$ cat src/verilog/bklrs_pkg.sv
package bklrs_pkg;

    // ****************************************
    // Register map (byte addresses)
    // ****************************************
    localparam logic [15:0] BKLRS_ADDR_WAKE_STATUS  = 16'hfe00;
    localparam logic [15:0] BKLRS_ADDR_RESET_CAUSE  = 16'hfe01;
    localparam logic [15:0] BKLRS_ADDR_CLEAR_CTRL   = 16'hfe03;

    // ****************************************
    // Field positions
    // ****************************************
    localparam int BKLRS_BIT_STOP_WAIT   = 1;
    localparam int BKLRS_BIT_CLEAR_EN    = 7;
    localparam int BKLRS_BIT_POWER_ON    = 7;
    localparam int BKLRS_BIT_PIN         = 6;
    localparam int BKLRS_BIT_WATCHDOG    = 5;
    localparam int BKLRS_BIT_ILL_OPCODE  = 4;
    localparam int BKLRS_BIT_ILL_ADDRESS = 3;
    localparam int BKLRS_BIT_LOW_VOLTAGE = 1;

    // ****************************************
    // Reset values
    // ****************************************
    localparam logic [7:0] BKLRS_RST_RESET_CAUSE = 8'h80;
    localparam logic       BKLRS_RST_CLEAR_EN    = 1'b0;
    localparam logic       BKLRS_RST_STOP_WAIT   = 1'b0;
    localparam logic [7:0] BKLRS_RESET_CAUSE_MASK = 8'hfa;

    // ****************************************
    // Timing counts (oscillator cycles)
    // ****************************************
    localparam logic [12:0] BKLRS_STOP_REC_LONG  = 13'h1000;
    localparam logic [12:0] BKLRS_STOP_REC_SHORT = 13'h0020;

    // ****************************************
    // Power state machine
    // ****************************************
    typedef enum logic [4:0]
    {
        BKLRS_RUN      = 5'b0_0001,
        BKLRS_WAIT     = 5'b0_0010,
        BKLRS_STOP     = 5'b0_0100,
        BKLRS_RECOVER  = 5'b0_1000,
        BKLRS_STACK    = 5'b1_0000
    } bklrs_state_t;

    // Reset sources gathered together
    typedef struct packed
    {
        logic power_on;
        logic pin;
        logic watchdog;
        logic ill_opcode;
        logic ill_address;
        logic low_voltage;
    } bklrs_rst_src_t;

    // Clock gating outputs
    typedef struct packed
    {
        logic cpu_clk_en;
        logic periph_clk_en;
        logic watchdog_run;
    } bklrs_clk_ctl_t;

endpackage

$ cat src/verilog/bklrs_top.sv
// Added by the designer: register access over Avalon-MM.
`timescale 1ns/1ps

// Summary of operation
// - All resets equal priority, above interrupts
// - Break request forces software interrupt vector fetch
// - Break without enable blocks flag clears
// - Flag cleared in break stays cleared
// - Two-step clears stay protected in break
// - Wait/stop clear mask bit, halt CPU
// - Wait stops CPU clock, peripherals run
// - Wait wake stacks one cycle later
// - Wait exits on reset/break; break sets flag
// - Watchdog runs in wait unless disabled
// - Stop resets counter, gates clock output
// - Stop exit stacks only after recovery
// - Recovery 4096 cycles, or 32 if short
// - Counter held reset until recovery begins
// - Break in stop sets stop/wait flag
// - Write 0 clears stop/wait flag; reset clears
// - Reading reset cause clears its flags
// - Power-on sets only power-on flag
// - Reset cause bit layout, bits 2,0 zero
// - Illegal address flag only for fetches
// - Clear enable bit 7, resets to 0
// - Latched interrupt keeps precedence until serviced
module bklrs_top
    import bklrs_pkg::*;
(
    // Clock and reset
    input  wire logic        clk,
    input  wire logic        rst_n,
    // Avalon-MM slave
    input  wire logic [15:0] avs_address,
    input  wire logic        avs_read,
    input  wire logic        avs_write,
    input  wire logic [7:0]  avs_writedata,
    output logic      [7:0]  avs_readdata,
    output logic             avs_waitrequest,
    // Reset sources, level while a reset is requested
    input  wire logic        rst_power_on,
    input  wire logic        rst_pin,
    input  wire logic        rst_watchdog,
    input  wire logic        rst_ill_opcode,
    input  wire logic        rst_ill_address,
    input  wire logic        rst_ill_addr_fetch,
    input  wire logic        rst_low_voltage,
    // CPU side
    input  wire logic        break_request,
    input  wire logic        wait_exec,
    input  wire logic        stop_exec,
    input  wire logic        irq_pending,
    input  wire logic        irq_serviced,
    input  wire logic        osc_tick,
    input  wire logic        short_stop_recovery_select,
    input  wire logic        watchdog_disable_option,
    // Status-flag clear requests from peripherals
    input  wire logic        flag_clear_req,
    // Outputs
    output logic             sys_reset,
    output logic             force_swi_fetch,
    output logic             clear_int_mask,
    output logic             stack_start,
    output logic             irq_latched,
    output logic             break_mode,
    output logic             flag_clear_allow,
    output logic             cpu_clk_en,
    output logic             clock_generator_output_en,
    output logic             watchdog_run
);

    // ****************************************
    // Input synchronisers
    // ****************************************
    // Fetch qualifier gets its own flops; no gate sits ahead of the first stage
    logic [8:0] sync1_q;
    logic [8:0] sync2_q;
    logic [8:0] raw_in;
    assign raw_in = {rst_power_on, rst_pin, rst_watchdog, rst_ill_opcode,
                     rst_ill_address, rst_ill_addr_fetch, rst_low_voltage,
                     break_request, irq_pending};

    always_ff @(posedge clk)
    begin
        if (!rst_n)
        begin
            sync1_q <= 9'h000;
            sync2_q <= 9'h000;
        end
        else
        begin
            sync1_q <= raw_in;
            sync2_q <= sync1_q;
        end
    end

    bklrs_rst_src_t src;
    logic           brk_s;
    logic           irq_s;
    logic           any_rst;
    assign src     = bklrs_rst_src_t'({sync2_q[8:5], sync2_q[4] & sync2_q[3],
                                       sync2_q[2]});
    assign brk_s   = sync2_q[1];
    assign irq_s   = sync2_q[0];
    assign any_rst = |src;

    // ****************************************
    // Register bus decode
    // ****************************************
    logic rd_cause;
    logic wr_wake;
    logic wr_ctrl;
    logic wait_q;
    assign rd_cause = avs_read & ~wait_q & (avs_address == BKLRS_ADDR_RESET_CAUSE);
    assign wr_wake  = avs_write & ~wait_q & (avs_address == BKLRS_ADDR_WAKE_STATUS);
    assign wr_ctrl  = avs_write & ~wait_q & (avs_address == BKLRS_ADDR_CLEAR_CTRL);

    // One wait state per access, answer on the second edge
    always_ff @(posedge clk)
    begin
        if (!rst_n)
            wait_q <= 1'b1;
        else if ((avs_read | avs_write) & wait_q)
            wait_q <= 1'b0;
        else
            wait_q <= 1'b1;
    end

    always_ff @(posedge clk)
    begin
        if (!rst_n)
            avs_waitrequest <= 1'b1;
        else
            avs_waitrequest <= ~((avs_read | avs_write) & wait_q);
    end

    // ****************************************
    // Reset cause register
    // ****************************************
    logic [7:0] cause_q;
    logic [7:0] cause_set;
    always_comb
    begin
        cause_set = 8'h00;
        cause_set[BKLRS_BIT_POWER_ON]    = src.power_on;
        cause_set[BKLRS_BIT_PIN]         = src.pin;
        cause_set[BKLRS_BIT_WATCHDOG]    = src.watchdog;
        cause_set[BKLRS_BIT_ILL_OPCODE]  = src.ill_opcode;
        cause_set[BKLRS_BIT_ILL_ADDRESS] = src.ill_address;
        cause_set[BKLRS_BIT_LOW_VOLTAGE] = src.low_voltage;
    end

    always_ff @(posedge clk)
    begin
        if (!rst_n)
            cause_q <= BKLRS_RST_RESET_CAUSE;
        else if (src.power_on)
            cause_q <= BKLRS_RST_RESET_CAUSE;
        else if (rd_cause)
            cause_q <= cause_set & BKLRS_RESET_CAUSE_MASK;
        else
            cause_q <= (cause_q | cause_set) & BKLRS_RESET_CAUSE_MASK;
    end

    // ****************************************
    // Break status and clear control
    // ****************************************
    logic clear_en_q;
    logic stop_wait_q;
    logic break_q;
    bklrs_state_t state_q;
    logic brk_wake;
    assign brk_wake = brk_s & ((state_q == BKLRS_WAIT) | (state_q == BKLRS_STOP)
                               | (state_q == BKLRS_RECOVER));

    always_ff @(posedge clk)
    begin
        if (!rst_n)
            clear_en_q <= BKLRS_RST_CLEAR_EN;
        else if (wr_ctrl)
            clear_en_q <= avs_writedata[BKLRS_BIT_CLEAR_EN];
    end

    // Set wins over a same-cycle software clear
    always_ff @(posedge clk)
    begin
        if (!rst_n || any_rst)
            stop_wait_q <= BKLRS_RST_STOP_WAIT;
        else if (brk_wake)
            stop_wait_q <= 1'b1;
        else if (wr_wake && !avs_writedata[BKLRS_BIT_STOP_WAIT])
            stop_wait_q <= 1'b0;
    end

    always_ff @(posedge clk)
    begin
        if (!rst_n || any_rst)
            break_q <= 1'b0;
        else
            break_q <= brk_s;
    end

    // Peripherals keep their own two-step state; the gate applies to the
    // final clearing step only, so a step done before break stays pending
    always_ff @(posedge clk)
    begin
        if (!rst_n)
            flag_clear_allow <= 1'b0;
        else
            flag_clear_allow <= flag_clear_req & (~break_q | clear_en_q);
    end

    always_ff @(posedge clk)
    begin
        if (!rst_n)
            avs_readdata <= 8'h00;
        else if (avs_read & wait_q)
        begin
            case (avs_address)
                BKLRS_ADDR_WAKE_STATUS: avs_readdata <= {6'h00, stop_wait_q, 1'b0};
                BKLRS_ADDR_RESET_CAUSE: avs_readdata <= cause_q;
                BKLRS_ADDR_CLEAR_CTRL:  avs_readdata <= {clear_en_q, 7'h00};
                default:                avs_readdata <= 8'h00;
            endcase
        end
    end

    // ****************************************
    // Low-power state machine
    // ****************************************
    logic [12:0] rec_cnt_q;
    logic [12:0] rec_target;
    assign rec_target = short_stop_recovery_select ? BKLRS_STOP_REC_SHORT
                                                   : BKLRS_STOP_REC_LONG;

    always_ff @(posedge clk)
    begin
        if (!rst_n || any_rst)
            state_q <= BKLRS_RUN;
        else
        begin
            case (state_q)
                BKLRS_RUN:
                    if (stop_exec)
                        state_q <= BKLRS_STOP;
                    else if (wait_exec)
                        state_q <= BKLRS_WAIT;
                BKLRS_WAIT:
                    if (irq_s | brk_s)
                        state_q <= BKLRS_STACK;
                BKLRS_STOP:
                    if (irq_s | brk_s)
                        state_q <= BKLRS_RECOVER;
                BKLRS_RECOVER:
                    if (osc_tick && rec_cnt_q == rec_target - 13'h0001)
                        state_q <= BKLRS_STACK;
                BKLRS_STACK:
                    state_q <= BKLRS_RUN;
                default:
                    state_q <= BKLRS_RUN;
            endcase
        end
    end

    // Counter counts oscillator ticks, 13 bits covers 4096
    always_ff @(posedge clk)
    begin
        if (!rst_n || state_q != BKLRS_RECOVER)
            rec_cnt_q <= 13'h0000;
        else if (osc_tick)
            rec_cnt_q <= rec_cnt_q + 13'h0001;
    end

    // ****************************************
    // Clock control and CPU strobes
    // ****************************************
    logic low_pwr_d;
    assign low_pwr_d = (state_q == BKLRS_RUN) & (wait_exec | stop_exec);

    always_ff @(posedge clk)
    begin
        if (!rst_n)
        begin
            cpu_clk_en                <= 1'b1;
            clock_generator_output_en <= 1'b1;
            watchdog_run              <= 1'b1;
            clear_int_mask            <= 1'b0;
            stack_start               <= 1'b0;
            sys_reset                 <= 1'b1;
            force_swi_fetch           <= 1'b0;
            break_mode                <= 1'b0;
        end
        else
        begin
            cpu_clk_en <= (state_q == BKLRS_RUN | state_q == BKLRS_STACK)
                          & ~low_pwr_d;
            clock_generator_output_en <= ~(state_q == BKLRS_STOP
                                           | state_q == BKLRS_RECOVER)
                                         & ~(state_q == BKLRS_RUN & stop_exec);
            watchdog_run   <= ~watchdog_disable_option & (state_q != BKLRS_STOP);
            clear_int_mask <= low_pwr_d;
            stack_start    <= (state_q == BKLRS_STACK) & ~any_rst;
            sys_reset      <= any_rst;
            force_swi_fetch <= brk_s & ~break_q & ~any_rst;
            break_mode     <= break_q;
        end
    end

    // ****************************************
    // Interrupt latch
    // ****************************************
    always_ff @(posedge clk)
    begin
        if (!rst_n || any_rst)
            irq_latched <= 1'b0;
        else if (irq_serviced)
            irq_latched <= 1'b0;
        else if (irq_s && !any_rst)
            irq_latched <= 1'b1;
    end

endmodule

$ cat config.mk
export PLATFORM = sky130hd
export DESIGN_NAME = bklrs_top
export DESIGN_NICKNAME = d
export VERILOG_FILES = /design/src/verilog/bklrs_pkg.sv /design/src/verilog/bklrs_top.sv
export SDC_FILE = /design/constraint.sdc
export NUM_CORES = 1
export LEC_CHECK = 0
export BUFFER_PORTS_ARGS = -buffer_cell sky130_fd_sc_hd__clkbuf_2
export CAP_MARGIN = 20
export CORE_MARGIN = 2
export CORE_UTILIZATION = 40
export CTS_CLUSTER_DIAMETER = 200
export DETAILED_ROUTE_END_ITERATION = 10
export GPL_ROUTABILITY_DRIVEN = 0
export SLEW_MARGIN = 0
export SYNTH_ARGS = -nofsm -noshare
export SYNTH_HDL_FRONTEND = slang
export SYNTH_SLANG_ARGS = --single-unit
$ cat constraint.sdc
create_clock -name clk -period 2.5 [get_ports clk]
set_clock_uncertainty 0.05 [all_clocks]
set_input_delay 0.5 -clock clk [delete_from_list [all_inputs] [get_ports clk]]
set_output_delay 0.5 -clock clk [all_outputs]
set_load 0.01 [all_outputs]
# Yosys cells after proc, flatten, opt, wreduce, memory -nomap -nowiden
# Cells that the tools add are included.
totals:
  word_cells: 99
  inputBits: 44
  reg_bits: 67
  output_inout_bits: 19
op_classes:
  n_addsub: 2
  n_reduce_logical: 13
  muxes: 12
  eq_ne: 15
  bitwise: 36
ops:
  columns: ["cell", "count"]
  rows:
  - ["$eq 16x16->1 const B", 3]
  - ["$mux 5", 5]
  - ["$pmux 8 s3", 1]
  - ["$pmux 5 s4", 1]
  - ["$and 1x1->1", 18]
  - ["$add 13x1->13 const B", 1]
  - ["$eq 13x13->1", 1]
  - ["$mux 13", 1]
  - ["$sub 13x1->13 const B", 1]
  - ["$not 1->1", 9]
  - ["$mux 8", 1]
  - ["$or 1x1->1", 8]
  - ["$or 8x8->8", 1]
  - ["$reduce_or 6->1", 1]
  - ["$eq 5x1->1 const B", 1]
  - ["$eq 5x2->1 const B", 1]
  - ["$eq 5x3->1 const B", 1]
  - ["$eq 5x4->1 const B", 1]
  - ["$eq 5x5->1 const B", 1]
  - ["$ne 5x3->1 const B", 1]
  - ["$ne 5x4->1 const B", 1]
  - ["$ne 2x2->1 const B", 2]
  - ["$reduce_and 4->1", 1]
  - ["$reduce_or 2->1", 2]
  - ["7 further kinds", 14]

# Logic depth before layout (Yosys ltp)
# Gate-level depths: netlist (run 1).
depth:
  word_depth: 6
  ltp_mapped: 6

# Worst setup path after synthesis (run 1)
# No wires, ideal clock.
synth_timing:
  path_type: "input to register"
  start: "in avs_address[3]"
  end: "reg avs_readdata[3]"
  required_ns: 2.389
  path_stages: 5
  setup_time_ns: 0.061
  arrival_ns: 1.844
  path_buffers: 0
  slack_ns: 0.545
  cell_sequence: "or4_4 -> nor4_4 -> and2_4 -> nor3b_4 -> a32o_1"
synth_between:
  elab_chain_cells: 2
  word_cells_on_any_way: 4
  cone_classes: "eq/ne: 3; mux: 1"
synth_rtl:
  columns: ["item", "line_no", "source"]
  rows:
  - ["start: declaration", "bklrs_top.sv:34", "input wire logic [15:0] avs_address,"]
  - ["$eq 16x16->1", "bklrs_top.sv:219", "case (avs_address)"]
  - ["$pmux 8 s3 (*)", "bklrs_top.sv:219", null]
  - ["end signal: assignment", "bklrs_top.sv:220", "BKLRS_ADDR_WAKE_STATUS: avs_readdata <= {6'h00, stop_wait_q, 1'b0};"]
  - ["end signal: assignment", "bklrs_top.sv:221", "BKLRS_ADDR_RESET_CAUSE: avs_readdata <= cause_q;"]
  - ["end signal: assignment", "bklrs_top.sv:222", "BKLRS_ADDR_CLEAR_CTRL: avs_readdata <= {clear_en_q, 7'h00};"]
  - ["end: declaration", "bklrs_top.sv:38", "output logic [7:0] avs_readdata,"]
# Every way passes the cells marked *; elsewhere a longest branch is shown, timed or not.
# A chain may end at the register's enable or synchronous reset.

# Final worst setup path (run 1)
layout_timing:
  start: "in avs_address[3]"
  end: "reg avs_readdata[5]"
# The elaborated chain is that of the path after synthesis.

==> flow_summary_export.csv, run 1 <==
group,metric,value,unit
critical_path,worstPathBufferInverterCount,1,
status,status,"complete, no violations",
critical_path,crit_path_max_incr_delay,0.54,ns
cells_and_area,antenna_cells,0,
critical_path,path_class,"input pin to flip-flop",
yosys,synth_area_leaders,"dfxtp_1 (53%), and2_1 (5.4%), nor2_1 (5.0%), xor2_1 (3.8%), nand2_1 (3.2%)",
sta,setup_slack,0.625,ns
route,vias,1775,
global_routing,antenna_found_initial,0,
clock_network,cts_sinks,62,
global_routing,grtUsageTotal,0.144,
yosys,synth_ff_type,"dfxtp_1",
sta,setup-tns-final,0,ns
placed_design,dp_hpwl,3.08,mm
pwr,intPower,1530,uW
cells_and_area,fin_area,0.00283,sq mm
clock_network,cts_root_buffer,"clkbuf_8",
clock_network,cts-resized-gates,0,
sta,fmax,533,MHz
cells_and_area,final_nets,344,
die,die_area,0.00644,sq mm
die,start_util,0.417,
global_routing,grt_pass1_wl,7.09,mm
yosys,synth_cell_types,38,
route,routedWlPerCell,11.3,um
die,dieHeight,80.2,um
sta,hold_viol,0,
cells_and_area,multi_input_area,0.00103,sq mm
route,final_antenna_net_count,0,
yosys,syn_inst,242,
sta,rsz0062_at_grt,"false",
pwr,p_clk_frac,0.398,
sta,fin_crit_sh,0.750,
yosys,synth_warnings,0,
pwr,vdd_drop_max,0.316,mV
clock_network,clock_latency,0.32,ns
cells_and_area,final-seq-area,0.00124,sq mm
critical_path,critPathCaptureType,"flip-flop",
critical_path,crit_chain,"clkbuf_2, or4_4, nor4_4, and2_4, nor3b_4, a32o_1",
die,coreArea,0.00557,sq mm
clock_network,cts_tree,"done",
yosys,synth-edff-count,0,
global_routing,overflow,0,
placed_design,dp_slack,0.286,ns
route,firstDrtPassIters,4,
run,cap_viol_max_count,0,
critical_path,cp_max_fo,4,
cells_and_area,final_common_cell,"dfxtp_1",
yosys,ys_seq_elements,62,
pwr,seqPwrFrac,0.533,
critical_path,cpLargestDelayFamily,"simple AND/OR/NAND/NOR gates",
yosys,yosysSeqAreaShare,0.534,
sta,finalSetupViolations,0,
cells_and_area,drive_gt1_frac,0.243,
cells_and_area,area_delta_synth_final,21.8,%
pwr,power_leakage,0.00122,uW
cells_and_area,final_cell_mix,"dfxtp_1 (62), clkbuf_2 (54), nor2_1 (31)",
clock_network,clk_path_buf_depth,2,
yosys,syn_area,0.00232,sq mm
pwr,sw_frac_of_total,0.216,
sta,slew_viol_final,0,
min_path,hp-class,"input pin to flip-flop",
yosys,synth_top_area_cell,"dfxtp_1",
critical_path,worstPathRequired,2.72,ns
critical_path,crit_path_top_delay_cell,"or4_4",
global_routing,first_global_vias,1610,
clock_network,cts-hold-fix-buffers,0,
route,via_per_inst,4.72,
pwr,combPwrFrac,0.069,
critical_path,crit_arrival,2.09,ns
die,core.rowCount,27,
route,drtIter0Drc,60,
pwr,p_sw,422,uW
yosys,synth.avg_cell_area,9.61,sq um
cells_and_area,fillCellCount,542,
sta,holdWs,0.280,ns
route,dr_wl_met2,1.74,mm
route,wl_met3,293,um
clock_network,cts_setup_buffers,0,
die,io_pins,63,
route,drt_wl_total,4.24,mm
clock_network,cts_buffers,9,
critical_path,cp-start-kind,"input pin",
yosys,async_flop_share,0,
clock_network,h-tree-depth,3,
route,met1Wirelength,2.10,mm
die,die_w,80.2,um
route,top_layer,"met4",
clock_network,path_clk_slew,0.06,ns
global_routing,grt_max_degree,36,
route,drc,0,
sta,layout_min_cycle_time,1.87,ns
placed_design,io_buffers,54,
placed_design,placed_area,0.00265,sq mm
yosys,synth_top_area_frac,0.534,
pwr,power-per-cell-area,688,mW/mm^2
[sequential cells by signal, indices dropped and copies added, names as in the netlist, 5 cells and up]
signal        count
cause_q           6
state_q           5
avs_readdata      6
sync2_q           9
rec_cnt_q        13
sync1_q           9
[Yosys cell counts (2+ instances only)]
cell type and number:
a21oi_1 6, o211ai_1 3, nor2_1 31, o21ai_0 5, and3_1 8, nor4_1 3
nor3_1 3, nand2_1 20, nor2b_1 4, inv_1 4, dfxtp_1 62, and2_1 20
nand2b_1 2, mux2i_1 5, nor3b_1 3, a32o_1 4, a22oi_1 2, xor2_1 10
clkbuf_1 8, xnor2_1 5, buf_4 2, nand4_1 5, nand3_1 10, nand4b_1 3
[per-layer routing]
layer	track usage	vias to the layer above
met5	0	-
met4	0.0763	0
met3	0.0551	10
met2	0.210	56
met1	0.184	774
li1	-	935
[layout make-up]
type,instances,area share
multi-input cells,167,0.363
repair buffers,55,0.0981
inverters,4,0.00530
well taps,72,0.0318
clock buffers,16,0.0636
flip-flops and latches,62,0.438
[power by group through the flow]
stage	Sequential (uW)	Combinational, uW	Clock (uW)
finish	1040	134	776
global route	1040	153	850
CTS	1040	136	806
detailed placement	1060	136	0
global placement	1060	134	0
floorplan	1060	80.2	0
[worst paths after layout]
kind                           start                            to  slack (ns)  cells after the start
max                   avs_address[3]  avs_readdata[5]$_SDFFE_PN0P_        0.63                      6
min                     irq_serviced      irq_latched$_SDFFE_PP0P_        0.28                      2
max reg2reg  state_q[1]$_SDFFE_PP0P_     rec_cnt_q[4]$_SDFFE_PP0P_        0.78                      4
min reg2reg    sync1_q[6]$_SDFF_PN0_         sync2_q[6]$_SDFF_PN0_        0.38                      1
[logic make-up (layout without fill, tap and decap cells)]
| logic type | count (synthesis) | in the layout | synth area share |
|---|---|---|---|
| other cells | 1 | 2 | 0.00161 |
| fa+ha+maj | 1 | 1 | 0.00538 |
| xor+xnor | 15 | 15 | 0.0565 |
| flops | 62 | 62 | 0.534 |
| mux | 5 | 5 | 0.0215 |
| buf+inv | 14 | 75 | 0.0258 |
| simple gates | 121 | 121 | 0.287 |
| compound gates | 23 | 23 | 0.0678 |
[metrics by stage]
stage | power (uW) | utilization | instances
after CTS | 1980 | 0.508 | 376
after global placement | 1190 | 0.476 | 360
after detailed placement | 1200 | 0.476 | 360
after global routing | 2040 | 0.508 | 376
after floorplan | 1140 | - | 243
final | 1950 | 0.508 | 376
(Power assumes the default switching activity.)
==> run 2, diff against run 1 <==
- PLACE_DENSITY: default -> 0.66
- clock period: 2.5 -> 1.7 ns (I/O delays scaled with it)
==> run 2 against run 1 <==
Sequential power increased by 46%. Largest power group unchanged. Flip-flop and latch count unchanged. Utilization up 0.97 points. Worst setup slack got worse by 0.60 ns.
==> flow_summary_export.csv, run 2 (same netlist as run 1, synthesis figures left out) <==
group,metric,value,unit
critical_path,cp_max_fo,4,
die,die_w,80.2,um
route,drt_wl_total,4.39,mm
pwr,vdd_drop_max,0.552,mV
global_routing,busiest_layer,"met2",
pwr,p_sw,641,uW
cells_and_area,largest-register,"rec_cnt_q",
sta,finalSetupViolations,0,
critical_path,reg2reg_to,"rec_cnt_q[5]$_SDFFE_PP0P_",
clock_network,cts_root_buffer,"clkbuf_8",
global_routing,grtUsageTotal,0.150,
die,coreArea,0.00557,sq mm
critical_path,r2r_start,"state_q[0]$_SDFFE_PP1P_",
placed_design,io_buffers,54,
cells_and_area,multi_input_area,0.00103,sq mm
route,final_antenna_net_count,0,
min_path,min_to,"irq_latched$_SDFFE_PP0P_",
sta,rsz0062_at_grt,"true",
cells_and_area,top_regs,"rec_cnt_q x13, sync1_q x9, sync2_q x9",
clock_network,cts_tree,"done",
global_routing,first_global_vias,1692,
route,drtIter0Drc,94,
clock_network,clock_latency,0.34,ns
pwr,seqPwrFrac,0.529,
placed_design,dp_slack,-0.306,ns
cells_and_area,antenna_cells,0,
global_routing,grt_use_met3,0.0562,
critical_path,critPathCaptureType,"flip-flop",
route,drc,0,
critical_path,r2r_cells,5,
pwr,intPower,2230,uW
sta,fmax,599,MHz
critical_path,worstPathRequired,1.93,ns
status,status,"complete, no violations",
pwr,sw_frac_of_total,0.223,
cells_and_area,final-seq-area,0.00124,sq mm
min_path,hold_start,"irq_serviced",
critical_path,r2r_setup_slack,0.19,ns
global_routing,antenna_found_initial,0,
global_routing,grt_pass1_wl,7.34,mm
global_routing,overflow,0,
route,firstDrtPassIters,4,
cells_and_area,fillCellCount,549,
cells_and_area,final_nets,351,
sta,layout_min_cycle_time,1.67,ns
cells_and_area,drive_gt1_frac,0.272,
pwr,p_clk_frac,0.395,
cells_and_area,largest_reg_flops,13,
global_routing,grt_max_degree,24,
route,routedWlPerCell,11.5,um
critical_path,crit_arrival,1.90,ns
route,vias,1837,
min_path,hp-class,"input pin to flip-flop",
critical_path,path_class,"input pin to flip-flop",
min_path,hold_path_depth,2,
die,dieHeight,80.2,um
die,start_util,0.417,
route,via_per_inst,4.82,
cells_and_area,final_cell_mix,"dfxtp_1 (62), clkbuf_2 (54), nor2_1 (31)",
global_routing,met2_usage,0.228,
critical_path,cp-start-kind,"input pin",
sta,hold_viol,0,
pwr,power-per-cell-area,996,mW/mm^2
die,io_pins,63,
global_routing,globalRouteMet1Util,0.184,
die,core.rowCount,27,
run,cap_viol_max_count,0,
sta,fin_crit_sh,0.983,
sta,setup_slack,0.0292,ns
clock_network,clk_path_buf_depth,2,
sta,slew_viol_final,0,
die,die_area,0.00644,sq mm
clock_network,cts_buffers,9,
clock_network,h-tree-depth,3,
cells_and_area,final_common_cell,"dfxtp_1",
cells_and_area,utilization,0.518,
pwr,power_leakage,0.00125,uW
pwr,combPwrFrac,0.075,
clock_network,path_clk_slew,0.06,ns
placed_design,dp_hpwl,3.22,mm
clock_network,cts_sinks,62,
cells_and_area,area_delta_synth_final,24.1,%
==> run 2: timing repair <==
item,in CTS,in global routing
endpoints found under the setup margin,0,9
hold buffers,0,0
setup buffers,0,1
resized for setup,0,2
==> run 2: per-layer routing <==
| layer | up-vias | part of all wire |
|---|---|---|
| li1 | 944 | - |
| met1 | 828 | 0.47 |
| met2 | 54 | 0.44 |
| met3 | 11 | 0.071 |
| met4 | 0 | 0.024 |
| met5 | - | 0 |
==> run 2: area by class of cell <==
cell class,instances,area share
clock inverter,1,0.00173
tap,72,0.0312
timing repair buffer,62,0.114
multi-input combinational,167,0.359
inverter,4,0.00520
sequential,62,0.430
clock buffer,13,0.0585
==> run 2: worst max-delay path by stage <==
stage | start | to | slack [ns] | cells after the start
global route | avs_address[3] | avs_readdata[5]$_SDFFE_PN0P_ | -0.02 | 6
floorplan | avs_address[3] | avs_readdata[3]$_SDFFE_PN0P_ | -0.09 | 5
CTS | avs_address[3] | cause_q[5]$_SDFF_PP0_ | 0.04 | 6
finish | avs_address[3] | avs_readdata[4]$_SDFFE_PN0P_ | 0.03 | 6
global placement | avs_address[3] | avs_readdata[4]$_SDFFE_PN0P_ | -0.28 | 6
detailed placement | avs_address[3] | avs_readdata[4]$_SDFFE_PN0P_ | -0.31 | 6
==> run 2: per-stage QoR <==
step / hold WS [ns] / cells / power [uW] / setup TNS (ns) / area, sq um
2_1_floorplan: 0.356 / 243 / 1670 / -0.640 / 2330
4_1_cts: 0.109 / 380 / 2920 / 0 / 2870
6_report: 0.121 / 381 / 2870 / 0 / 2890
3_3_place_gp: 0.363 / 366 / 1770 / -3.15 / 2700
5_1_grt: 0.127 / 381 / 3020 / -0.0375 / 2890
3_5_place_dp: 0.369 / 366 / 1770 / -3.57 / 2700
==> run 2: power groups by stage <==
stage | clock network, uW | registers [uW] | logic [uW]
after floorplan | 0 | 1560 | 118
after global placement | 0 | 1550 | 213
after detailed placement | 0 | 1550 | 216
after CTS | 1180 | 1520 | 217
after global routing | 1250 | 1530 | 245
final | 1140 | 1520 | 216
==> run 2: worst max-delay path: stages <==
cell,delay [ns]
clkbuf_2,0.08
or4_4,0.54
nor4_4,0.33
and2_4,0.21
nor3b_4,0.24
a32o_1,0.15
